File: src/shared/pioc_pkg.sv
// process input conditioning and output routing: shared constants and types
// assumes a 32-bit AHB-Lite master and a 250 MHz core clock
package pioc_pkg;
  // register byte offsets
  localparam logic [7:0] OFS_CTRL   = 8'h00;
  localparam logic [7:0] OFS_SH_LO  = 8'h04;
  localparam logic [7:0] OFS_SH_HI  = 8'h08;
  localparam logic [7:0] OFS_SC_LO  = 8'h0c;
  localparam logic [7:0] OFS_SC_HI  = 8'h10;
  localparam logic [7:0] OFS_ASSIGN = 8'h14;
  localparam logic [7:0] OFS_PER_HT = 8'h18;
  localparam logic [7:0] OFS_PER_CL = 8'h1c;
  localparam logic [7:0] OFS_STATUS = 8'h20;
  localparam logic [7:0] OFS_PV     = 8'h24;
  localparam logic [7:0] OFS_IRQ_ST = 8'h28;
  localparam logic [7:0] OFS_IRQ_MK = 8'h2c;
  // control register fields
  localparam int CTRL_TEMP_BIT   = 0;
  localparam int CTRL_DIRECT_BIT = 1;
  localparam int CTRL_DP_LSB     = 4;
  // output function codes
  localparam logic [3:0] FN_HEAT  = 4'h0;
  localparam logic [3:0] FN_COOL  = 4'h1;
  localparam logic [3:0] FN_AL1   = 4'h2;
  localparam logic [3:0] FN_AL2   = 4'h3;
  localparam logic [3:0] FN_AL3   = 4'h4;
  localparam logic [3:0] FN_HFLT  = 4'h5;
  localparam logic [3:0] FN_LFLT  = 4'h6;
  localparam logic [3:0] FN_ERRIN = 4'hb;
  localparam logic [3:0] FN_ERRAD = 4'hc;
  localparam logic [3:0] FN_NONE  = 4'hf;
  localparam int NUM_FN = 13;
  // reset values
  localparam logic [15:0] SHIFT_RST = 16'h0000;
  localparam logic [15:0] ASSIGN_RST = {FN_AL3, FN_AL2, FN_AL1, FN_HEAT};
  localparam logic [7:0] PERIOD_RST_S = 8'h14;
  localparam logic [15:0] SCALE_LO_RST = 16'h0000;
  localparam logic [15:0] SCALE_HI_RST = 16'h03e8;
  // timing: period counted in 1/256 slots of a second
  localparam longint CLK_HZ = 250_000_000;
  localparam int SLOTS_PER_S = 256;
  localparam int SLOT_CYC = int'(CLK_HZ / SLOTS_PER_S);
  // irq bits
  localparam int IRQ_REJ  = 0;
  localparam int IRQ_HEAT = 1;
  localparam int IRQ_COOL = 2;
  localparam int IRQ_W    = 3;

  typedef struct packed {
    logic [1:0] dp;
    logic       direct;
    logic       temp;
  } pioc_ctrl_t;

  typedef struct packed {
    logic       sel;
    logic       write;
    logic [7:0] addr;
  } pioc_acc_t;
endpackage

File: src/hw/pioc_top.sv
// process input conditioning and output routing with AHB-Lite registers
// assumes raw sensor codes and strap arrive asynchronously; function and
// manipulated-variable inputs come from logic on the core clock
//
// The implementer's own choices: register access over AHB-Lite and the register offsets.
`timescale 1ns/10ps
module pioc_top #(
  parameter int SLOT_CYC = pioc_pkg::SLOT_CYC
) (
  input  wire logic        CORE_CLK_I,
  input  wire logic        RESET_N_I,
  input  wire logic        HSEL_I,
  input  wire logic [31:0] HADDR_I,
  input  wire logic [1:0]  HTRANS_I,
  input  wire logic        HWRITE_I,
  input  wire logic [2:0]  HSIZE_I,
  input  wire logic [31:0] HWDATA_I,
  input  wire logic        HREADY_I,
  output logic      [31:0] HRDATA_O,
  output logic             HREADYOUT_O,
  output logic             HRESP_O,
  input  wire logic [15:0] RAW_I,
  input  wire logic        VARIANT_PP_I,
  input  wire logic [12:0] FUNC_I,
  input  wire logic [7:0]  MV_HEAT_I,
  input  wire logic [7:0]  MV_COOL_I,
  output logic      [15:0] PV_O,
  output logic      [1:0]  PV_DP_O,
  output logic      [1:0]  CTL_O,
  output logic      [1:0]  AUX_O,
  output logic             HEAT_COOL_O,
  output logic             IRQ_O
);
  pioc_pkg::pioc_ctrl_t ctrl_ff;
  pioc_pkg::pioc_acc_t  acc_ff;
  logic [15:0] raw_s1_ff;
  logic [15:0] raw_ff;
  logic [15:0] raw_q_ff;
  logic [15:0] raw_ok_ff;
  logic        pp_s1_ff;
  logic        pp_ff;
  logic [15:0] sh_lo_ff;
  logic [15:0] sh_hi_ff;
  logic [15:0] sc_lo_ff;
  logic [15:0] sc_hi_ff;
  logic [15:0] assign_ff;
  logic [7:0]  per_ff [2];
  logic [15:0] phase_ff [2];
  logic [31:0] slot_cnt_ff;
  logic [15:0] pv_ff;
  logic [1:0]  ctl_ff;
  logic [1:0]  aux_ff;
  logic [pioc_pkg::IRQ_W-1:0] irq_st_ff;
  logic [pioc_pkg::IRQ_W-1:0] irq_mk_ff;
  logic [31:0] rdata_ff;
  logic        slot_tick;
  logic [1:0]  wrap;
  logic [1:0]  pulse;
  logic        cool_used;
  logic        wr;
  logic [15:0] nxt_assign;
  logic        rej;
  logic [12:0] fn_lvl;
  logic [pioc_pkg::IRQ_W-1:0] ev;

  // true when a function code may drive a destination (0,1 control; 2,3 aux)
  function automatic logic legal(input logic [1:0] dest, input logic [3:0] code,
                                 input logic pp);
    logic aux;
    aux = dest[1];
    if (code == pioc_pkg::FN_NONE)
      legal = 1'b1;
    else if (code > pioc_pkg::FN_ERRAD)
      legal = 1'b0;
    else if (pp)
      legal = aux && code != pioc_pkg::FN_HEAT && code != pioc_pkg::FN_COOL
              && code != pioc_pkg::FN_HFLT && code != pioc_pkg::FN_LFLT;
    else if (code == pioc_pkg::FN_HEAT || code == pioc_pkg::FN_COOL)
      legal = !aux;
    else if (code == pioc_pkg::FN_ERRIN || code == pioc_pkg::FN_ERRAD)
      legal = aux;
    else
      legal = 1'b1;
  endfunction

  // a + (b - a) * g / 65536, g being f stretched so that code ffff lands on b exactly
  function automatic logic [15:0] lerp(input logic [15:0] a, input logic [15:0] b,
                                       input logic [15:0] f);
    logic signed [16:0] d;
    logic        [16:0] g;
    logic signed [33:0] p;
    g = {1'b0, f} + {16'h0000, f[15]};
    d = $signed({b[15], b}) - $signed({a[15], a});
    p = 34'(d) * $signed({1'b0, g});
    lerp = a + p[31:16];
  endfunction

  // two-flop sync; raw is treated as quasi-static between sensor updates
  always_ff @(posedge CORE_CLK_I or negedge RESET_N_I)
  begin
    if (!RESET_N_I)
    begin
      raw_s1_ff <= 16'h0000;
      raw_ff    <= 16'h0000;
      pp_s1_ff  <= 1'b0;
      pp_ff     <= 1'b0;
    end
    else
    begin
      raw_s1_ff <= RAW_I;
      raw_ff    <= raw_s1_ff;
      pp_s1_ff  <= VARIANT_PP_I;
      pp_ff     <= pp_s1_ff;
    end
  end

  // a code caught mid-change may mix old and new bits; take it once two samples agree
  always_ff @(posedge CORE_CLK_I or negedge RESET_N_I)
  begin
    if (!RESET_N_I)
    begin
      raw_q_ff  <= 16'h0000;
      raw_ok_ff <= 16'h0000;
    end
    else
    begin
      raw_q_ff <= raw_ff;
      if (raw_ff == raw_q_ff)
        raw_ok_ff <= raw_ff;
    end
  end

  // zero-wait slave: address phase captured, write done in data phase
  always_ff @(posedge CORE_CLK_I or negedge RESET_N_I)
  begin
    if (!RESET_N_I)
      acc_ff <= '0;
    else if (HREADY_I)
    begin
      acc_ff.sel   <= HSEL_I && HTRANS_I[1];
      acc_ff.write <= HWRITE_I;
      acc_ff.addr  <= HADDR_I[7:0];
    end
  end

  assign wr = acc_ff.sel && acc_ff.write;

  always_comb
  begin
    nxt_assign = assign_ff;
    rej = 1'b0;
    for (int d = 0; d < 4; d++)
    begin
      if (legal(2'(d), HWDATA_I[4*d +: 4], pp_ff))
        nxt_assign[4*d +: 4] = HWDATA_I[4*d +: 4];
      else
        rej = 1'b1;
    end
  end

  always_comb
  begin
    cool_used = 1'b0;
    for (int d = 0; d < 4; d++)
      if (assign_ff[4*d +: 4] == pioc_pkg::FN_COOL && legal(2'(d), pioc_pkg::FN_COOL, pp_ff))
        cool_used = 1'b1;
  end

  always_ff @(posedge CORE_CLK_I or negedge RESET_N_I)
  begin
    if (!RESET_N_I)
    begin
      ctrl_ff   <= '{dp: 2'h0, direct: 1'b0, temp: 1'b1};
      sh_lo_ff  <= pioc_pkg::SHIFT_RST;
      sh_hi_ff  <= pioc_pkg::SHIFT_RST;
      sc_lo_ff  <= pioc_pkg::SCALE_LO_RST;
      sc_hi_ff  <= pioc_pkg::SCALE_HI_RST;
      assign_ff <= pioc_pkg::ASSIGN_RST;
      per_ff[0] <= pioc_pkg::PERIOD_RST_S;
      per_ff[1] <= pioc_pkg::PERIOD_RST_S;
    end
    else if (wr)
    begin
      unique case (acc_ff.addr)
        pioc_pkg::OFS_CTRL:
        begin
          ctrl_ff.temp <= HWDATA_I[pioc_pkg::CTRL_TEMP_BIT];
          if (!HWDATA_I[pioc_pkg::CTRL_TEMP_BIT])
            ctrl_ff.dp <= HWDATA_I[pioc_pkg::CTRL_DP_LSB +: 2];
          if (!pp_ff)
            ctrl_ff.direct <= HWDATA_I[pioc_pkg::CTRL_DIRECT_BIT];
        end
        pioc_pkg::OFS_SH_LO: sh_lo_ff <= HWDATA_I[15:0];
        pioc_pkg::OFS_SH_HI: sh_hi_ff <= HWDATA_I[15:0];
        pioc_pkg::OFS_SC_LO: if (!ctrl_ff.temp) sc_lo_ff <= HWDATA_I[15:0];
        pioc_pkg::OFS_SC_HI: if (!ctrl_ff.temp) sc_hi_ff <= HWDATA_I[15:0];
        pioc_pkg::OFS_ASSIGN: assign_ff <= nxt_assign;
        pioc_pkg::OFS_PER_HT: if (!pp_ff) per_ff[0] <= HWDATA_I[7:0];
        pioc_pkg::OFS_PER_CL: if (!pp_ff && cool_used) per_ff[1] <= HWDATA_I[7:0];
        default: ;
      endcase
    end
  end

  // process value: shift for temperature, scaling for analog
  always_ff @(posedge CORE_CLK_I or negedge RESET_N_I)
  begin
    if (!RESET_N_I)
      pv_ff <= 16'h0000;
    else if (ctrl_ff.temp)
      pv_ff <= raw_ok_ff + lerp(sh_lo_ff, sh_hi_ff, raw_ok_ff);
    else
      pv_ff <= lerp(sc_lo_ff, sc_hi_ff, raw_ok_ff);
  end

  assign PV_O    = pv_ff;
  assign PV_DP_O = ctrl_ff.temp ? 2'h0 : ctrl_ff.dp;

  // shared slot prescaler; period counted in 1/256 s slots
  always_ff @(posedge CORE_CLK_I or negedge RESET_N_I)
  begin
    if (!RESET_N_I)
      slot_cnt_ff <= 32'h0000_0000;
    else if (slot_tick)
      slot_cnt_ff <= 32'h0000_0000;
    else
      slot_cnt_ff <= slot_cnt_ff + 32'h0000_0001;
  end

  assign slot_tick = slot_cnt_ff == 32'(SLOT_CYC - 1);

  for (genvar c = 0; c < 2; c++)
  begin : g_pulse
    logic [7:0]  mv;
    logic [7:0]  per;
    logic [7:0]  dem;
    logic [15:0] limit;
    assign mv    = (c == 0) ? MV_HEAT_I : MV_COOL_I;
    assign per   = (per_ff[c] == 8'h00) ? 8'h01 : per_ff[c];
    assign limit = {per, 8'h00};
    assign wrap[c] = slot_tick && phase_ff[c] == limit - 16'h0001;

    always_ff @(posedge CORE_CLK_I or negedge RESET_N_I)
    begin
      if (!RESET_N_I)
        phase_ff[c] <= 16'h0000;
      else if (wrap[c] || phase_ff[c] >= limit)
        phase_ff[c] <= 16'h0000;
      else if (slot_tick)
        phase_ff[c] <= phase_ff[c] + 16'h0001;
    end

    // reverse action turns the demand around; kept at 8 bits so the inversion stays in range
    assign dem      = ctrl_ff.direct ? mv : ~mv;
    assign pulse[c] = !pp_ff && phase_ff[c] < per * dem;
  end

  always_comb
  begin
    fn_lvl = FUNC_I;
    fn_lvl[pioc_pkg::FN_HEAT] = pulse[0];
    fn_lvl[pioc_pkg::FN_COOL] = pulse[1] && cool_used;
  end

  // routing; an illegal code left by a strap change drives nothing
  always_ff @(posedge CORE_CLK_I or negedge RESET_N_I)
  begin
    if (!RESET_N_I)
    begin
      ctl_ff <= 2'b00;
      aux_ff <= 2'b00;
    end
    else
    begin
      for (int d = 0; d < 4; d++)
      begin
        logic [3:0] code;
        logic       lvl;
        code = assign_ff[4*d +: 4];
        lvl  = legal(2'(d), code, pp_ff) && code < 4'(pioc_pkg::NUM_FN)
               && fn_lvl[code];
        if (d < 2)
          ctl_ff[d] <= lvl;
        else
          aux_ff[d-2] <= lvl;
      end
    end
  end

  assign CTL_O       = ctl_ff;
  assign AUX_O       = aux_ff;
  assign HEAT_COOL_O = cool_used;

  // sticky events; a new event beats a same-cycle clear
  always_comb
  begin
    ev = '0;
    ev[pioc_pkg::IRQ_REJ]  = wr && acc_ff.addr == pioc_pkg::OFS_ASSIGN && rej;
    ev[pioc_pkg::IRQ_HEAT] = wrap[0] && !pp_ff;
    ev[pioc_pkg::IRQ_COOL] = wrap[1] && !pp_ff && cool_used;
  end

  always_ff @(posedge CORE_CLK_I or negedge RESET_N_I)
  begin
    if (!RESET_N_I)
      irq_st_ff <= '0;
    else if (wr && acc_ff.addr == pioc_pkg::OFS_IRQ_ST)
      irq_st_ff <= (irq_st_ff & ~HWDATA_I[pioc_pkg::IRQ_W-1:0]) | ev;
    else
      irq_st_ff <= irq_st_ff | ev;
  end

  always_ff @(posedge CORE_CLK_I or negedge RESET_N_I)
  begin
    if (!RESET_N_I)
      irq_mk_ff <= '0;
    else if (wr && acc_ff.addr == pioc_pkg::OFS_IRQ_MK)
      irq_mk_ff <= HWDATA_I[pioc_pkg::IRQ_W-1:0];
  end

  assign IRQ_O = |(irq_st_ff & irq_mk_ff);

  // read data is prepared in the address phase so it leaves a flop
  always_ff @(posedge CORE_CLK_I or negedge RESET_N_I)
  begin
    if (!RESET_N_I)
      rdata_ff <= 32'h0000_0000;
    else if (HREADY_I && HSEL_I && HTRANS_I[1] && !HWRITE_I)
    begin
      unique case (HADDR_I[7:0])
        pioc_pkg::OFS_CTRL:   rdata_ff <= {26'h0, PV_DP_O, 2'h0, ctrl_ff.direct,
                                           ctrl_ff.temp};
        pioc_pkg::OFS_SH_LO:  rdata_ff <= {16'h0, sh_lo_ff};
        pioc_pkg::OFS_SH_HI:  rdata_ff <= {16'h0, sh_hi_ff};
        pioc_pkg::OFS_SC_LO:  rdata_ff <= ctrl_ff.temp ? 32'h0 : {16'h0, sc_lo_ff};
        pioc_pkg::OFS_SC_HI:  rdata_ff <= ctrl_ff.temp ? 32'h0 : {16'h0, sc_hi_ff};
        pioc_pkg::OFS_ASSIGN: rdata_ff <= {16'h0, assign_ff};
        pioc_pkg::OFS_PER_HT: rdata_ff <= {24'h0, per_ff[0]};
        pioc_pkg::OFS_PER_CL: rdata_ff <= {24'h0, per_ff[1]};
        pioc_pkg::OFS_STATUS: rdata_ff <= {24'h0, pulse, aux_ff, ctl_ff, pp_ff, cool_used};
        pioc_pkg::OFS_PV:     rdata_ff <= {16'h0, pv_ff};
        pioc_pkg::OFS_IRQ_ST: rdata_ff <= {29'h0, irq_st_ff};
        pioc_pkg::OFS_IRQ_MK: rdata_ff <= {29'h0, irq_mk_ff};
        default:              rdata_ff <= 32'h0000_0000;
      endcase
    end
  end

  assign HRDATA_O    = rdata_ff;
  assign HREADYOUT_O = 1'b1;
  assign HRESP_O     = 1'b0;
endmodule

File: config.mk
export PLATFORM = sky130hd
export DESIGN_NAME = pioc_top
export DESIGN_NICKNAME = d
export VERILOG_FILES = /design/src/shared/pioc_pkg.sv /design/src/hw/pioc_top.sv
export SDC_FILE = /design/constraint.sdc
export NUM_CORES = 2
export LEC_CHECK = 0
export BUFFER_PORTS_ARGS = -buffer_cell sky130_fd_sc_hd__buf_2
export CORE_UTILIZATION = 50
export DETAILED_ROUTE_END_ITERATION = 8
export GPL_TIMING_DRIVEN = 0
export PLACE_DENSITY_LB_ADDON = 0.3
export REMOVE_ABC_BUFFERS = 1
export SLEW_MARGIN = 20
export SYNTH_ARGS = -nofsm -noshare
export SYNTH_HDL_FRONTEND = slang
export SYNTH_SLANG_ARGS = --single-unit
File: constraint.sdc
create_clock -name CORE_CLK_I -period 11.9 [get_ports CORE_CLK_I]
set_input_delay 2.38 -clock CORE_CLK_I [delete_from_list [all_inputs] [get_ports CORE_CLK_I]]
set_output_delay 2.38 -clock CORE_CLK_I [all_outputs]
set_load 0.1 [all_outputs]
== Yosys cells after proc, flatten, opt, wreduce, memory -nomap -nowiden ==
Cells that the tools add are included.
Cells by class
  add/subtract/negate cells: 11
  $mul: 4
  divide/modulo/power cells: 0
  magnitude comparators: 20
  eq/ne operators: 60
  shifts and indexed selects: 0
  muxes and demuxes: 66
  bitwise gates (word level): 10
  reduce and logical (&&, ||, !) cells: 88
Operators by type and width (number)
  $pmux 16 s12: 1
  $mux 16: 7
  $eq 4x4->1 const B: 16
  $eq 8x5->1 const B: 8
  $mul 17x18->32: 2
  $add 16x16->16: 3
  $eq 16x16->1: 3
  $eq 8x6->1 const B: 6
  $mux 1: 47
  $logic_and 1x1->1: 40
  $sub 16x16->17: 2
  $add 16x1->16 const B: 2
  $add 32x1->32 const B: 1
  $eq 32x20->1 const B: 1
  $eq 4x1->1 const B: 8
  $eq 8x4->1 const B: 4
  $ge 16x16->1: 2
  $gt 4x4->1 const B: 8
  $logic_not 4->1: 8
  $logic_not 8->1: 4
  $lt 16x16->1: 2
  $mul 8x8->16: 2
  $mux 32: 1
  $mux 8: 4
  22 further kinds: 77
Storage, ports and cells
  flip-flop bits (word level): 298
  latch bits: 0
  bits in writable memories: 0
  memory bits (read-only): 0
  memories: 0

== Longest topological paths before layout ==
  depth in word-level cells: 14
  gate-level depth with buffers: 47

== Worst setup path after synthesis ==
Ideal clock, no wire load.
  kind: reg-to-reg
  start point: reg sh_lo_ff[0]
  end point: reg pv_ff[15] (netlist: PV_O[15])
  library setup time: 0.120 ns
  arrival time: 9.966 ns
  data required time: 11.780 ns
  slack: 1.813 ns
  stages on the path, launching flop included: 44
  path buffers: 1
  cell sequence: dfrtp_1 > ha_1 > fa_1 > nor2b_1 > nor3_2 > nor2_1 > o21a_1 > nor2_1 > xnor2_1 > clkbuf_1 > nand2_1 > fa_1 > inv_1 > fa_1 > inv_1 > fa_1 > inv_1 > fa_1 > [8 not listed] > o21ai_2 > o22ai_2 > o21a_4 > and3_2 > o31a_1 > o21a_1 > nor2_1 > xnor2_1 > fa_1 > ha_1 > or3_1 > o21ai_0 > a21oi_1 > a21o_1 > a21oi_1 > xor2_1 > xnor3_1 > o211a_1
Between the ends
  word-level cells in the longest chain between the ends: 5
Ends and longest elaborated chain
  from (decl): RTL line pioc_top.sv:42  | logic [15:0] sh_lo_ff;
  from (signal assigned): RTL line pioc_top.sv:174  | sh_lo_ff <= pioc_pkg::SHIFT_RST;
  from (signal assigned): RTL line pioc_top.sv:193  | pioc_pkg::OFS_SH_LO: sh_lo_ff <= HWDATA_I[15:0];
  $sub 16x16->17: RTL line pioc_top.sv:93  | d = $signed({b[15], b}) - $signed({a[15], a});
  $mul 17x18->32: RTL line pioc_top.sv:94  | p = 34'(d) * $signed({1'b0, g});
  $add 16x16->16 *: RTL line pioc_top.sv:95  | lerp = a + p[31:16];
  $add 16x16->16 *: RTL line pioc_top.sv:211  | pv_ff <= raw_ok_ff + lerp(sh_lo_ff, sh_hi_ff, raw_ok_ff);
  $mux 16 *: RTL line pioc_top.sv:210  | else if (ctrl_ff.temp)
  to (signal assigned): RTL line pioc_top.sv:211
  to (signal assigned): RTL line pioc_top.sv:213  | pv_ff <= lerp(sc_lo_ff, sc_hi_ff, raw_ok_ff);
  to (decl): RTL line pioc_top.sv:50  | logic [15:0] pv_ff;
Every way passes the cells marked *; elsewhere a longest branch is shown, timed or not.
A chain may end at the register's enable or synchronous reset.

== Worst setup path in the final report ==
Ends and elaborated chain as after synthesis.

==> results_dict.tcl <==
set metrics [dict create \
    yosysTopAreaCellShare_pct 27.8 \
    drc_errors 0 \
    ctsHoldBuffers 0 \
    max_freq_ghz 0.0879 \
    antenna_found_initial 9 \
    clock-skew-final_ns 0.00982 \
    cts.sinks 282 \
    power.density_nw_per_um2 87.8 \
    crit_type "reg2reg" \
    slowest_stage "fa_1" \
    cts_made_buffers 29 \
    die_w_um 280 \
    max_slew_margin_pct 22.9 \
    grt_overflow 0 \
    vdd_drop_max_mv 0.169 \
    leakage_nw 21.6 \
    reg2reg_depth 45 \
    yosysTopAreaCell "fa_1" \
    grt_setup_unrepaired "no" \
    syn_inst 4244 \
    grtUsageTotal_pct 27.2 \
    path_clk_slew_ns 0.07 \
    synth-simple-area-share_pct 15.2 \
    tightest_slew_ns 1.15 \
    slew_violations 0 \
    synth_top_family_by_area "adder cells" \
    fin_crit_ns 11.38 \
    cpMostUsedCell "fa_1" \
    ys_warn_count 0 \
    placed_cells 5309 \
    wl_mm 104 \
    grt_first_pass_wirelength_mm 167 \
    tritoncts "yes" \
    final_common_cell "inv_1" \
    post_drt_wl_per_cell_um 19.3 \
    drive_gt1_share_pct 10.4 \
    drt_iter0_drc 1858 \
    fin_cells 5369 \
    vias 29400 \
    first_pass_iters 5 \
    ant_nets 0 \
    synthAdderAreaFrac_pct 40.7 \
    routabilityCongestion 0.926 \
    start_util_pct 50.8 \
    nets 5373 \
    ys.flop_type "dfrtp_1" \
    ios 178 \
    post-route-util_pct 55.7 \
    worstSkewPairLatency_ns 0.58 \
    r2r_slack_ns 0.52 \
    reg2reg_from "sh_lo_ff[0]" \
    status "finished clean" \
    core_area_sq_um 76300 \
    hold_start "raw_s1_ff[0]" \
    period_share_pct 95.6 \
    mostFrequentLayoutCells "inv_1, nand2_1, fa_1" \
    num-fill-cells 6912 \
    min_path_cells 0 \
    vias_per_cell 5.48 \
    dp_hpwl_mm 85.4 \
    ys_top_cells_by_area "fa_1, dfrtp_1, ha_1, inv_1, nand2_1" \
    port_buffers 113 \
    setup_violations 0 \
    die_area_sq_um 78600 \
    hold_path_end "raw_ff[0]" \
    ys_ff_latch 282 \
    start_kind "register" \
    synth_edf_count 0 \
    final_cell_area_sq_um 42500 \
    crit_fanout 15 \
    synth_compound_area_share_pct 7.33 \
    hold_class "reg2reg" \
    synth_xor_area_share_pct 6.05 \
    async_reset_ff_share_pct 100 \
    root_buffer "clkbuf_16" \
    grt_max_degree 96 \
    cp-end-kind "register" \
    place_area_sq_um 41300 \
    synth_area_sq_um 38700 \
    cap_violations 0 \
    synth_cell_types 100 \
    rows 101 \
    dieHeight_um 280 \
    syn_to_final_growth_pct 9.71 \
    synth.area.mux_share_pct 2.97 \
    htreeDepth 1 \
    synth.avg_cell_area_sq_um 9.13 \
    cp.required_ns 12.35 \
    arrival_ns 11.83 \
    worst_r2r_endpoint "PV_O[15]" \
    ys_seq_area_share_pct 18.3 \
    worst_path_largest_cell_delay_ns 0.52 \
    hold_viol_final 0 \
    cts_buffer_depth 3 \
    grt_pass1_vias 30700 \
    reg_top3 "phase_ff x32, slot_cnt_ff x32" \
    crit_start "sh_lo_ff[0]" \
]
Yosys cell counts (45+ instances only):
library cell / n
inv_1: 785
nand2_1: 552
fa_1: 537
ha_1: 401
nor2_1: 312
dfrtp_1: 267
xnor2_1: 171
clkbuf_1: 130
and2_1: 123
o21ai_0: 107
xor2_1: 94
a21oi_1: 86
mux2_2: 82
nand3_1: 58
a21o_1: 47
nor3_1: 45
worst max-delay path, delay by kind of cell, from the launching register on:
kind | cells | cell delay (ns)
buffers and inverters | 8 | 0.61
adder cells (fa/ha/maj) | 12 | 5.07
XOR/XNOR | 4 | 1.09
flip-flops | 1 | 0.47
AND/OR/NAND/NOR | 11 | 2.21
AO/OA/AOI/OAI | 10 | 1.77
logic make-up after synthesis:
family | after synthesis
AOI/OAI and AO/OA | 426
xor gates and xnor gates | 266
DFF | 282
other | 2
buffers and inverters | 946
and+or+nand+nor | 1288
muxes | 96
adders and majority gates | 938
worst max-delay path by stage:
stage	end	slack [ns]	cells after the start
5_1_grt	PV_O[15]	0.03	39
3_3_place_gp	PV_O[15]	-1.24	42
4_1_cts	PV_O[15]	0.02	42
6_report	PV_O[15]	0.52	45
2_1_floorplan	PV_O[15]	1.64	42
3_5_place_dp	PV_O[15]	-0.14	44
layout make-up:
class	instances	area [sq um]	share of cell area [%]
inverter	788	2960	6.97
sequential	282	7080	16.7
multi-input combinational	3032	28700	67.6
clock inverter	15	211	0.498
clock buffer	37	796	1.87
timing repair buffer	182	1430	3.37
tap	1030	1290	3.03
antenna	3	7.51	0.0177
where the power goes:
group          internal, mW  switching [mW]  total [mW]
Clock                 0.563           0.407       0.969
Sequential             1.01          0.0744        1.08
Combinational         0.637            1.04        1.68
stage by stage:
step | hold WS (ns) | total power, mW | setup TNS (ns) | worst slack, ns
after floorplan | 0.331 | 2.32 | 0 | 1.64
after global placement | 0.332 | 2.70 | -4.31 | -1.24
after detailed placement | 0.335 | 2.76 | -0.143 | -0.143
after CTS | 0.348 | 3.74 | 0 | 0.0183
after global routing | 0.356 | 4.00 | 0 | 0.0311
final | 0.348 | 3.73 | 0 | 0.520
repair_timing:
item,4_1_cts,5_1_grt
resized for setup,4,18
cloned,0,0
setup endpoints to repair,1,1
setup buffers,0,5
pin swaps,0,5
per-layer routing:
metal,up-vias,global-route usage [%],wire [um]
met2,929,47.2,50900
met4,14,10.0,4230
met3,209,3.76,6830
met5,-,0,86
li1,13400,-,-
met1,14800,34.5,41800
No activity file was read; power rests on OpenSTA's default activity.
